File: config.mk
export PLATFORM = sky130hd
export DESIGN_NAME = pvu_top
export DESIGN_NICKNAME = d
export VERILOG_FILES = /design/src/pvu_pkg.sv /design/src/pvu_top.sv
export SDC_FILE = /design/constraint.sdc
export NUM_CORES = 1
export LEC_CHECK = 0
export BUFFER_PORTS_ARGS = -buffer_cell sky130_fd_sc_hd__buf_2
export CORE_UTILIZATION = 40
export CTS_CLUSTER_SIZE = 30
export DETAILED_ROUTE_END_ITERATION = 12
export PLACE_DENSITY = 0.58
export SLEW_MARGIN = 40
export SYNTH_ARGS = -nofsm -noshare
export SYNTH_HDL_FRONTEND = slang
export SYNTH_SLANG_ARGS = --single-unit
File: constraint.sdc
create_clock -name pclk -period 6.6 [get_ports pclk]
set_input_delay 1.65 -clock pclk [delete_from_list [all_inputs] [get_ports pclk]]
set_output_delay 1.65 -clock pclk [all_outputs]
set_load 0.01 [all_outputs]
File: src/pvu_pkg.sv
// Package with register map, field layouts and types of the priority unit.
`default_nettype none
package pvu_pkg;
  localparam int unsigned NUM_LEVELS   = 8;
  localparam int unsigned NUM_SOURCES  = 26;
  // Register word addresses on APB (byte addresses).
  localparam logic [7:0] OFF_CMD_STAT  = 8'h00;
  localparam logic [7:0] OFF_MASK_BASE = 8'h04;
  localparam logic [7:0] OFF_ROUTE_LO  = 8'h08;
  localparam logic [7:0] OFF_ROUTE_HI  = 8'h0c;
  localparam logic [7:0] OFF_ACK       = 8'h10;
  // Command byte fields.
  localparam int unsigned CMD_SEL_BIT  = 4;
  localparam int unsigned CMD_EOI_BIT  = 5;
  localparam int unsigned CMD_ISR_BIT  = 3;
  localparam int unsigned CMD_SPC_BIT  = 6;
  localparam int unsigned CMD_STEP_BIT = 7;
  localparam logic [1:0]  CMD_MODE_LO  = 2'h0;
  // Reset values.
  localparam logic [7:0]  MASK_RESET   = 8'hff;
  localparam logic [1:0]  MODE_RESET   = 2'h0;
  localparam logic [2:0]  LOW_RESET    = 3'h7;
  localparam logic [7:0]  BASE_RESET   = 8'h00;
  localparam logic [4:0]  ROUTE_RESET  = 5'h00;
  localparam logic [31:0] ROUTE_LO_RST = 32'h03020100;
  localparam logic [31:0] ROUTE_HI_RST = 32'h07060504;

  typedef enum logic [1:0] {
    PVU_NESTED  = 2'h0,
    PVU_ROTATE  = 2'h1,
    PVU_SPECIFIC = 2'h2,
    PVU_POLLED  = 2'h3
  } pvu_mode_t;

  typedef enum logic [1:0] {
    PVU_SEQ_CMD  = 2'b01,
    PVU_SEQ_BASE = 2'b10
  } pvu_seq_t;

  typedef struct packed {
    logic [3:0] parallel;
    logic [1:0] serial;
    logic [1:0] timer;
    logic [8:0] sysbus;
    logic [7:0] periph;
    logic       power_low;
  } pvu_src_t;

  typedef struct packed {
    logic        valid;
    logic [2:0]  level;
    logic [15:0] addr;
  } pvu_vec_t;
endpackage : pvu_pkg
`default_nettype wire

File: src/pvu_top.sv
// Eight-level priority vector unit with APB register access.
//
// The register offsets and the APB interface to the registers were chosen for this implementation.
`default_nettype none
module pvu_top (
  // Clock and reset.
  input  wire logic            pclk,
  input  wire logic            presetn,
  // APB slave.
  input  wire logic            psel,
  input  wire logic            penable,
  input  wire logic            pwrite,
  input  wire logic [7:0]      paddr,
  input  wire logic [31:0]     pwdata,
  output logic      [31:0]     prdata,
  output logic                 pready,
  output logic                 pslverr,
  // Request sources from pins.
  input  wire pvu_pkg::pvu_src_t src_in,
  // Processor side.
  output logic                 irq,
  output pvu_pkg::pvu_vec_t    vec_out
);
  localparam int unsigned NL = pvu_pkg::NUM_LEVELS;
  localparam int unsigned NS = pvu_pkg::NUM_SOURCES;

  // ----------------------------------------------------------------------
  // Synchronisers and source routing
  // ----------------------------------------------------------------------
  logic [NS-1:0] src_meta_reg;
  logic [NS-1:0] src_sync_reg;
  always_ff @(posedge pclk or negedge presetn) begin
    if (!presetn) begin
      src_meta_reg <= '0;
      src_sync_reg <= '0;
    end else begin
      src_meta_reg <= src_in;
      src_sync_reg <= src_meta_reg;
    end
  end

  // Each level has a 5-bit source selector; value 31 and above 25 is off.
  logic [4:0] route_reg [NL];
  logic [NL-1:0] req_lvl;
  genvar gl;
  generate
    for (gl = 0; gl < NL; gl++) begin : g_route
      always_comb begin
        if (route_reg[gl] < 5'(NS))
          req_lvl[gl] = src_sync_reg[route_reg[gl]];
        else
          req_lvl[gl] = 1'b0;
      end
    end
  endgenerate

  // ----------------------------------------------------------------------
  // Control state
  // ----------------------------------------------------------------------
  logic [7:0]        mask_reg;
  pvu_pkg::pvu_mode_t mode_reg;
  logic [2:0]        low_reg;
  logic [7:0]        base_reg;
  logic              step8_reg;
  logic [7:0]        isr_reg;
  logic [7:0]        irr_reg;
  logic              rd_isr_reg;
  pvu_pkg::pvu_seq_t seq_reg;
  logic [2:0]        vec_lvl;

  logic wr_en;
  logic rd_en;
  assign wr_en = psel && penable && pwrite;
  assign rd_en = psel && penable && !pwrite;
  logic hit_cmd;
  logic hit_mb;
  logic hit_ack;
  assign hit_cmd = paddr == pvu_pkg::OFF_CMD_STAT;
  assign hit_mb  = paddr == pvu_pkg::OFF_MASK_BASE;
  assign hit_ack = paddr == pvu_pkg::OFF_ACK;

  logic cmd_wr;
  logic eoi_wr;
  logic ack_wr;
  assign cmd_wr = wr_en && hit_cmd && !pwdata[pvu_pkg::CMD_EOI_BIT];
  assign eoi_wr = wr_en && hit_cmd && pwdata[pvu_pkg::CMD_EOI_BIT];
  assign ack_wr = wr_en && hit_ack;

  // Command word: bits 1:0 mode, bits 2..0 of the upper nibble reused.
  // Bit 4 set means the next write to the mask/base word sets the base.
  always_ff @(posedge pclk or negedge presetn) begin
    if (!presetn) begin
      mode_reg   <= pvu_pkg::pvu_mode_t'(pvu_pkg::MODE_RESET);
      low_reg    <= pvu_pkg::LOW_RESET;
      step8_reg  <= 1'b0;
      rd_isr_reg <= 1'b0;
    end else if (cmd_wr) begin
      mode_reg   <= pvu_pkg::pvu_mode_t'(pwdata[1:0]);
      rd_isr_reg <= pwdata[pvu_pkg::CMD_ISR_BIT];
      step8_reg  <= pwdata[pvu_pkg::CMD_STEP_BIT];
      if (pwdata[pvu_pkg::CMD_SPC_BIT])
        low_reg  <= pwdata[10:8];
    end else if (ack_wr && mode_reg == pvu_pkg::PVU_ROTATE) begin
      low_reg <= vec_lvl;
    end
  end

  // Access order on the shared word: after a command with the select bit,
  // the next write goes to the base, every other write to the mask.
  always_ff @(posedge pclk or negedge presetn) begin
    if (!presetn) begin
      seq_reg  <= pvu_pkg::PVU_SEQ_CMD;
      mask_reg <= pvu_pkg::MASK_RESET;
      base_reg <= pvu_pkg::BASE_RESET;
    end else if (cmd_wr && pwdata[pvu_pkg::CMD_SEL_BIT]) begin
      seq_reg <= pvu_pkg::PVU_SEQ_BASE;
    end else if (wr_en && hit_mb) begin
      case (seq_reg)
        pvu_pkg::PVU_SEQ_BASE: begin
          base_reg <= pwdata[15:8];
          seq_reg  <= pvu_pkg::PVU_SEQ_CMD;
        end
        pvu_pkg::PVU_SEQ_CMD: begin
          mask_reg <= pwdata[7:0];
        end
        default: begin
          seq_reg <= pvu_pkg::PVU_SEQ_CMD;
        end
      endcase
    end
  end

  integer ri;
  always_ff @(posedge pclk or negedge presetn) begin
    if (!presetn) begin
      for (ri = 0; ri < NL; ri++) route_reg[ri] <= pvu_pkg::ROUTE_RESET;
    end else if (wr_en && (paddr == pvu_pkg::OFF_ROUTE_LO)) begin
      for (ri = 0; ri < 4; ri++) route_reg[ri] <= pwdata[ri*8 +: 5];
    end else if (wr_en && (paddr == pvu_pkg::OFF_ROUTE_HI)) begin
      for (ri = 0; ri < 4; ri++) route_reg[ri+4] <= pwdata[ri*8 +: 5];
    end
  end

  // ----------------------------------------------------------------------
  // Priority resolution
  // ----------------------------------------------------------------------
  // Requests are latched so that a short pulse is not lost; a level
  // leaves the request register when it is acknowledged.
  always_ff @(posedge pclk or negedge presetn) begin
    if (!presetn) begin
      irr_reg <= '0;
    end else begin
      for (int i = 0; i < NL; i++) begin
        if (req_lvl[i])
          irr_reg[i] <= 1'b1; // new request wins over ack clear
        else if (ack_wr && vec_lvl == 3'(i))
          irr_reg[i] <= 1'b0;
      end
    end
  end

  // Lowest level in the ring: 7 in nested mode, low_reg otherwise.
  logic [2:0] low_eff;
  assign low_eff = (mode_reg == pvu_pkg::PVU_NESTED) ? 3'h7 : low_reg;

  logic [7:0] pend;
  assign pend = irr_reg & ~mask_reg;

  // Rank 0 is highest; a level's rank is its distance after low_eff, less one.
  function automatic logic [2:0] rank_of(input logic [2:0] lvl,
                                         input logic [2:0] low);
    rank_of = lvl - low - 3'h1;
  endfunction : rank_of

  logic       req_any;
  logic [2:0] req_best;
  logic       isr_any;
  logic [2:0] isr_best;
  always_comb begin
    req_any  = 1'b0;
    req_best = 3'h0;
    isr_any  = 1'b0;
    isr_best = 3'h0;
    for (int k = NL - 1; k >= 0; k--) begin
      if (pend[3'(k) + low_eff + 3'h1]) begin
        req_any  = 1'b1;
        req_best = 3'(k) + low_eff + 3'h1;
      end
      if (isr_reg[3'(k) + low_eff + 3'h1]) begin
        isr_any  = 1'b1;
        isr_best = 3'(k) + low_eff + 3'h1;
      end
    end
  end

  logic win;
  assign win = req_any && (!isr_any ||
               rank_of(req_best, low_eff) < rank_of(isr_best, low_eff));

  assign vec_lvl = vec_out.level;

  // In-service bits: acknowledge sets, end command clears the highest.
  always_ff @(posedge pclk or negedge presetn) begin
    if (!presetn) begin
      isr_reg <= '0;
    end else begin
      for (int i = 0; i < NL; i++) begin
        if (ack_wr && vec_out.valid && vec_lvl == 3'(i))
          isr_reg[i] <= 1'b1;
        else if (eoi_wr && isr_any && isr_best == 3'(i))
          isr_reg[i] <= 1'b0;
      end
    end
  end

  // ----------------------------------------------------------------------
  // Interrupt and vector outputs
  // ----------------------------------------------------------------------
  logic [15:0] vec_addr;
  always_comb begin
    if (step8_reg)
      vec_addr = {base_reg[7:6], 14'h0} | 16'({base_reg[5:0], 8'h0})
                 | 16'({req_best, 3'h0});
    else
      vec_addr = {base_reg, 8'h0} | 16'({req_best, 2'h0});
  end

  logic [15:0] vec_base;
  assign vec_base = step8_reg ? (vec_addr & 16'hffc0) : (vec_addr & 16'hffe0);

  always_ff @(posedge pclk or negedge presetn) begin
    if (!presetn) begin
      irq     <= 1'b0;
      vec_out <= '0;
    end else begin
      irq           <= win && (mode_reg != pvu_pkg::PVU_POLLED);
      vec_out.valid <= win;
      vec_out.level <= req_best;
      vec_out.addr  <= step8_reg ? (vec_base | 16'({req_best, 3'h0}))
                                 : (vec_base | 16'({req_best, 2'h0}));
    end
  end

  // ----------------------------------------------------------------------
  // APB read path
  // ----------------------------------------------------------------------
  logic [7:0] stat_byte;
  assign stat_byte = {win, 4'h0, req_best};

  always_ff @(posedge pclk or negedge presetn) begin
    if (!presetn) begin
      prdata  <= '0;
      pready  <= 1'b0;
      pslverr <= 1'b0;
    end else begin
      pready  <= psel && !penable;
      pslverr <= psel && !penable &&
                 !(paddr == pvu_pkg::OFF_CMD_STAT ||
                   paddr == pvu_pkg::OFF_MASK_BASE ||
                   paddr == pvu_pkg::OFF_ROUTE_LO ||
                   paddr == pvu_pkg::OFF_ROUTE_HI ||
                   paddr == pvu_pkg::OFF_ACK);
      prdata  <= '0;
      if (psel && !penable && !pwrite) begin
        case (paddr)
          pvu_pkg::OFF_CMD_STAT: begin
            if (mode_reg == pvu_pkg::PVU_POLLED)
              prdata <= {24'h0, stat_byte};
            else if (rd_isr_reg)
              prdata <= {24'h0, isr_reg};
            else
              prdata <= {24'h0, irr_reg};
          end
          pvu_pkg::OFF_MASK_BASE: prdata <= {16'h0, base_reg, mask_reg};
          pvu_pkg::OFF_ACK:       prdata <= {16'h0, vec_out.addr};
          pvu_pkg::OFF_ROUTE_LO: begin
            prdata <= {3'h0, route_reg[3], 3'h0, route_reg[2],
                       3'h0, route_reg[1], 3'h0, route_reg[0]};
          end
          pvu_pkg::OFF_ROUTE_HI: begin
            prdata <= {3'h0, route_reg[7], 3'h0, route_reg[6],
                       3'h0, route_reg[5], 3'h0, route_reg[4]};
          end
          default: prdata <= '0;
        endcase
      end
    end
  end
endmodule : pvu_top
`default_nettype wire
==> key figures, run 1 <==
Status
  • Status: complete, no violations

Worst setup path
  • Worst R2R Setup Slack: 1.18 ns
  • Slowest CP cell: dfstp_2
  • Reg-to-Reg Start: low_reg[0]$_DFFE_PN1P_
  • R2r worst-path depth: 22
  • Critical R2R Capture: prdata[7]$_DFF_PN0_
  • Crit Path Category: reg2reg
  • CP endpoint kind: flop
  • Setup crit start kind: flop
  • Arr. time, crit path: 5.77 ns
  • Max incr delay on CP: 0.65 ns
  • Critical Path Fanout Max: 22
  • CP Cell Sequence: o21ba_4 -> inv_2 -> ha_1 -> inv_1 -> xnor2_1 -> buf_4 -> mux4_2 -> a31oi_1 -> o21ai_0 -> a311oi_1 -> and2_0 -> inv_1 -> ha_1 -> ha_1 -> inv_1 -> ha_1 -> a21o_1 -> a21o_1 -> a32o_1 -> inv_1 -> a222oi_1 -> nor2_1
  • Required time worst endpoint: 6.96 ns

Placement
  • Post-place setup slack: 1.238 ns
  • IO Port Bufs: 109
  • GP Congestion: 0.8541
  • Hpwl dp: 20360 µm

Timing
  • Post-route worst setup slack: 1.184 ns
  • Unrepaired setup endpoints after global routing: no
  • Slew headroom: 52.71%
  • Fin. max-slew vios: 0
  • Fin crit share: 82.06%
  • Worst Max-Slew Pin Slew: 0.7093 ns
  • FMAX: 0.1846 GHz
  • Final hold vios: 0
  • TNS Setup: 0 ns
  • Crit path time final: 5.416 ns
  • Worst Clk Skew: 0.01603 ns
  • Final setup viols: 0

Floorplanning
  • CORE AREA: 25250 µm²
  • # rows: 58
  • Die W: 162.5 µm
  • Initial Utilization: 40.82%
  • DIE AREA: 26420 µm²
  • Chip height: 162.5 µm
  • Ports: 126

Detailed routing
  • Vias per inst: 5.963
  • Detail Route Antenna Nets: 0
  • DRC: 0
  • Starting DRT DRC Count: 752
  • Via count: 7561
  • Pre-Repair DR Iteration Count: 6
  • WL final: 28010 µm
  • Post-DR wirelength/cell: 22.09 µm

Synth
  • Most frequent cells after synthesis: 166 x dfrtp_1, 79 x mux2_2, 67 x mux4_2
  • Synth top area cells: dfrtp_1 40%, mux4_2 15%, mux2_2 8.6%, mux2i_1 4.9%, dfstp_2 3.1%
  • Synth Cell Area: 10310 µm²
  • Top-count cell post-synth: dfrtp_1
  • Syn Inst Count: 834
  • Top cell type's share of synthesized area: 40.29%
  • Yosys cell types: 77
  • Number of synthesized flops with an enable pin: 0
  • Synth Flop Type: dfrtp_1
  • Yosys warns: 0
  • Largest area contributor in the netlist: dfrtp_1
  • FF+latch count, synth: 178
  • Post-synthesis sequential area ratio: 43.35%
  • Mean post-synth cell area: 12.36 µm²
  • Ys async rst share: 100.0%

Global route
  • M1 GR Usage: 30.23%
  • Initial antenna violation count: 1
  • Largest net degree at the start of global routing: 74
  • Vias in the first global route: 7476
  • GRT Overall Usage: 22.06%
  • Global routing's busiest layer: met2
  • Global-route wire length before repair: 44240 µm
  • Grt ovf: 0
  • M2 GR Usage: 35.78%
  • M3 GR Usage: 3.871%

Clock tree
  • CTS tree: built
  • Post-CTS sizing: 0
  • Worst skew pair latency: 0.44 ns
  • CTS buffer count: 17
  • Setup Fix Bufs, Post-CTS: 0
  • CTS Sinks: 178
  • Hold-fix buffers, CTS: 0
  • H-tree levels: 4
  • Largest buffer count on any clock path: 2
  • Root Driver: clkbuf_16
  • Clk slew on worst S/H paths: 0.07 ns

Power
  • Clock power share: 43.4%
  • Pint: 1.795 mW
  • Seq pwr share: 48.1%
  • Logic gate share of total power: 8.5%
  • Power density cells: 207.4 nW/µm²
  • Psw: 0.6249 mW
  • Max IR drop VDD: 0.1411 mV
  • Pleak: 5.027 nW
  • Switching share of power: 25.83%

Finish
  • Layout fillers: 2321
  • Multi-input gate area: 5428 µm²
  • Share of layout cells above drive strength 1: 36.29%
  • Nets@finish: 1003
  • Area growth, synth to finish: 13.14%
  • Max reg flops: 40
  • FF+latch area: 4469 µm²

Flow run
  • Max cap viols: 0

Min path
  • Min-delay src: src_meta_reg[24]$_DFF_PN0_
  • Hold Path End: src_sync_reg[24]$_DFF_PN0_
  • Hold Crit Depth: 0
  • Hold Path Class: reg2reg
==> power by group through the flow <==
stage               combinational (mW)  sequential (mW)  clock [mW]
finish                           0.205             1.16        1.05
global route                     0.227             1.17        1.11
CTS                              0.207             1.16        1.07
detailed placement               0.206             1.18           0
global placement                 0.205             1.18           0
floorplan                        0.135             1.16           0
==> area by class of cell <==
cell class                 count  area share (%)
clock buffer                  17           3.647
clock inverter                15           1.609
antenna                        1         0.02145
timing repair buffer         126           5.824
inverter                      16          0.5149
sequential                   178           38.31
tap                          330           3.540
multi-input combinational    585           46.53
==> stage by stage <==
| step | cells | utilization [%] | instance area, µm² | power (mW) | hold slack (ns) |
|---|---|---|---|---|---|
| after floorplan | 843 | - | 10340 | 1.296 | 0.3312 |
| after global placement | 1235 | 43.75 | 11050 | 1.387 | 0.3324 |
| after detailed placement | 1235 | 43.75 | 11050 | 1.390 | 0.3347 |
| after CTS | 1267 | 46.18 | 11660 | 2.439 | 0.3497 |
| after global routing | 1267 | 46.18 | 11660 | 2.505 | 0.3550 |
| final | 1268 | 46.19 | 11660 | 2.420 | 0.3484 |
==> metal layers <==
layer	vias to the layer above	part of all wire, %
met5	-	0
met4	0	1.7
met3	35	6.4
met2	312	49
met1	3866	43
li1	3348	-
==> placed cells by master (no fill, tap or decap), types with 5 or more instances in the layout <==
cell	Yosys	final
a211oi_1	14	14
dfrtp_1	166	166
xnor2_1	7	7
buf_2	2	108
nand2b_1	15	15
mux4_2	67	67
mux2i_1	50	50
clkbuf_16	0	17
mux2_2	79	79
o21ai_0	38	38
nand3b_1	7	7
o22ai_1	9	9
nor2b_1	7	7
buf_4	12	17
a21oi_1	32	32
nand3_1	9	9
o211ai_1	5	5
conb_1	1	10
dfstp_2	12	12
mux4_1	6	6
a222oi_1	10	10
nor2_1	55	55
a22oi_1	18	18
o21bai_1	5	5
nand2_1	47	47
inv_1	15	15
ha_1	8	8
nor3_1	17	16
==> cells by family (layout without fill, tap and decap cells) <==
group | after synthesis | count (layout) | synth area share [%]
buffers and inverters | 80 | 174 | 4.417
AND/OR/NAND/NOR | 184 | 184 | 8.702
other | 1 | 11 | 0.03637
adder cells (fa/ha/maj) | 8 | 8 | 0.9709
flip-flops | 178 | 178 | 43.35
multiplexers | 203 | 203 | 29.79
AO/OA/AOI/OAI | 171 | 171 | 11.70
XOR/XNOR | 9 | 9 | 1.032
==> worst max-delay path by stage <==
stage                            start  slack (ns)  cells after the start                   to
2_1_floorplan  mode_reg[1]$_DFFE_PN0P_        1.61                     25  prdata[7]$_DFF_PN0_
3_3_place_gp    low_reg[0]$_DFFE_PN1P_        1.28                     22  prdata[7]$_DFF_PN0_
3_5_place_dp    low_reg[0]$_DFFE_PN1P_        1.24                     22  prdata[7]$_DFF_PN0_
4_1_cts         low_reg[0]$_DFFE_PN1P_        1.21                     22  prdata[7]$_DFF_PN0_
5_1_grt         low_reg[0]$_DFFE_PN1P_        0.76                     22  prdata[7]$_DFF_PN0_
6_report        low_reg[0]$_DFFE_PN1P_        1.18                     22  prdata[7]$_DFF_PN0_
==> worst max-delay path, delay by kind of cell (launching register included) <==
kind,cells,cell delay (ns)
compound gates,8,1.66
fa+ha+maj,4,1.01
flops,1,0.65
buf+inv,6,0.65
mux,1,0.57
simple gates,2,0.48
xor+xnor,1,0.31
Note: power is estimated with default switching activity, not from simulation.
==> inputs of run 2 (changes only) <==
PLACE_DENSITY = 0.61   (was 0.58)
clock period = 4.55 ns   (was 6.6 ns; I/O delays follow)
==> run 2 against run 1 <==
Effect of this change:
- power increased by 46%
- register-to-register slack worse by 1.0 ns
- critical path depth fell by 4
- global-route usage grew 0.14 points
- routed wire length up 1.2%
- worst setup slack lost 1.0 ns
- combinational power grew 68%
- hold slack about the same
==> key figures, run 2 (synthesis gave the netlist of run 1 again) <==
Status
  • Status: complete, no violations

Timing
  • Worst Clk Skew: 0.01144 ns (-0.004586 ns)
  • Worst Max-Slew Pin Slew: 0.6992 ns (-0.01011 ns)
  • FMAX: 0.2288 GHz (+24%)
  • Crit path time final: 4.371 ns (-1.045 ns)
  • TNS Setup: 0 ns (unchanged)
  • Post-route worst setup slack: 0.1785 ns (-1.005 ns)
  • Slew headroom: 53.38% (+0.67 points)
  • Final setup viols: 0 (unchanged)
  • Fin crit share: 96.08% (+14 points)
  • Fin. max-slew vios: 0 (unchanged)
  • Final hold vios: 0 (unchanged)

Global route
  • Vias in the first global route: 7456 (-0.27%)
  • Largest net degree at the start of global routing: 85 (+15%)
  • Grt ovf: 0 (unchanged)
  • GRT Overall Usage: 22.20% (+0.14 points)
  • Initial antenna violation count: 2 (+1)
  • Global-route wire length before repair: 44340 µm (+0.22%)

Floorplanning
  • Chip height: 162.5 µm (unchanged)
  • DIE AREA: 26420 µm² (unchanged)
  • Initial Utilization: 40.82% (unchanged)
  • CORE AREA: 25250 µm² (unchanged)
  • Ports: 126 (unchanged)
  • # rows: 58 (unchanged)
  • Die W: 162.5 µm (unchanged)

Power
  • Clock power share: 42.9% (-0.5 points)
  • Logic gate share of total power: 9.7% (+1.2 points)
  • Seq pwr share: 47.4% (-0.7 points)
  • Switching share of power: 25.70% (-0.13 points)
  • Max IR drop VDD: 0.2689 mV (+91%)
  • Pleak: 5.262 nW (+4.7%)
  • Pint: 2.633 mW (+47%)
  • Psw: 0.9110 mW (+46%)
  • Power density cells: 292.3 nW/µm² (+41%)

Detailed routing
  • Pre-Repair DR Iteration Count: 7 (+1)
  • Via count: 7682 (+1.6%)
  • Post-DR wirelength/cell: 21.65 µm (-2.0%)
  • WL final: 28350 µm (+1.2%)
  • Vias per inst: 5.869 (-1.6%)
  • Starting DRT DRC Count: 651 (-13%)
  • Detail Route Antenna Nets: 0 (unchanged)
  • DRC: 0 (unchanged)

Finish
  • Finished Core Util: 48.02% (+1.8 points)
  • Nets@finish: 1044 (+4.1%)
  • Layout fillers: 2285 (-1.6%)
  • Commonest non-fill, non-tap cell in the layout: dfrtp_1
  • Share of layout cells above drive strength 1: 40.80% (+4.5 points)
  • Area growth, synth to finish: 17.62%
  • Max reg flops: 40 (unchanged)
  • Most frequent cells in the layout: 166 x dfrtp_1, 108 x buf_2, 78 x mux2_2

Placement
  • IO Port Bufs: 109 (unchanged)
  • GP Congestion: 0.9181 (+7.5%)
  • Post-place setup slack: 0.03747 ns (-1.200 ns)
  • Hpwl dp: 21050 µm (+3.4%)

Clock tree
  • Worst skew pair latency: 0.44 ns (about the same)
  • CTS buffer count: 17 (unchanged)
  • H-tree levels: 4 (unchanged)
  • CTS tree: built
  • CTS Sinks: 178 (unchanged)
  • Largest buffer count on any clock path: 2 (unchanged)
  • Root Driver: clkbuf_16
  • Clk slew on worst S/H paths: 0.07 ns (about the same)

Flow run
  • Max cap viols: 0 (unchanged)

Worst setup path
  • Setup crit start kind: flop
  • Worst R2R Setup Slack: 0.18 ns (-1.01 ns)
  • Critical Path Fanout Max: 12 (-45%)
  • Required time worst endpoint: 4.91 ns (-2.05 ns)
  • Arr. time, crit path: 4.73 ns (-1.04 ns)
  • CP endpoint kind: flop
  • Crit Path Category: reg2reg

Min path
  • Hold Path Class: reg2reg
==> run 2: changes by cell type in the layout (fill, tap and decap cells not counted), moves of 2 or more <==
cell,change
buf_4,+37
mux2i_4,+2
inv_1,-3
mux2i_1,-5
mux2i_2,+3
nand2_2,+2
inv_4,+2
xnor2_1,-2
nand2_1,-2
buf_12,+4
==> run 2: per-layer routing <==
layer | part of all wire [%] | global-route usage, % | up-vias
met2 | 50 | 36.25 | 291
met1 | 43 | 30.01 | 3916
met4 | 1.7 | 7.052 | 2
li1 | - | - | 3438
met3 | 5.7 | 3.972 | 35
met5 | 0.046 | 0 | -
==> run 2: repair_timing <==
item,4_1_cts,5_1_grt
endpoints found under the hold margin,0,0
gates resized for setup,0,15
hold buffers,0,0
setup buffers,0,14
setup endpoints to repair,0,3
==> run 2: per-stage QoR <==
stage | power (mW) | area, µm² | instances | hold WS (ns)
6_report | 3.544 | 12130 | 1309 | 0.3484
5_1_grt | 3.677 | 12120 | 1308 | 0.3562
4_1_cts | 3.556 | 11960 | 1294 | 0.3500
3_5_place_dp | 2.039 | 11350 | 1262 | 0.3347
3_3_place_gp | 2.037 | 11340 | 1262 | 0.3325
2_1_floorplan | 1.882 | 10410 | 843 | 0.3312
==> run 2: final cells by class <==
cell class	count	area (µm²)	share of cell area, %
Inverter	16	65.06	0.5365
Tap cell	330	412.9	3.405
Antenna cell	1	2.502	0.02064
Sequential cell	178	4469	36.86
Multi-Input combinational cell	585	5524	45.55
Clock inverter	15	187.7	1.548
Timing Repair Buffer	167	1040	8.574
Clock buffer	17	425.4	3.508
==> run 2: power by group through the flow <==
stage | registers (mW) | logic [mW] | clock network [mW]
after floorplan | 1.68 | 0.198 | 0
after global placement | 1.71 | 0.328 | 0
after detailed placement | 1.71 | 0.328 | 0
after CTS | 1.68 | 0.330 | 1.55
after global routing | 1.69 | 0.376 | 1.61
final | 1.68 | 0.345 | 1.52
==> run 2: final timing paths <==
kind,from,endpoint,depth (start not counted)
max,low_reg[0]$_DFFE_PN1P_,prdata[7]$_DFF_PN0_,18
min,src_meta_reg[11]$_DFF_PN0_,src_sync_reg[11]$_DFF_PN0_,0
max reg2reg,low_reg[0]$_DFFE_PN1P_,prdata[7]$_DFF_PN0_,18
min reg2reg,src_meta_reg[11]$_DFF_PN0_,src_sync_reg[11]$_DFF_PN0_,0
max in group asynchronous,presetn,mask_reg[2]$_DFFE_PN1P_,2
min in group asynchronous,presetn,base_reg[7]$_DFFE_PN0P_,1
==> run 2: critical path: stages (launching register included) <==
cell and delay, ns:
dfstp_2 0.53, o21ba_4 0.17, inv_4 0.08, buf_12 0.14, mux2_2 0.36, mux4_2 0.50, or4_4 0.49, a211oi_2 0.26
o31ai_4 0.12, xnor2_1 0.15, ha_1 0.29, inv_1 0.04, ha_1 0.27, a21o_1 0.16, a21o_1 0.17, a32o_2 0.24
inv_2 0.07, a222oi_1 0.06, nor2_1 0.19
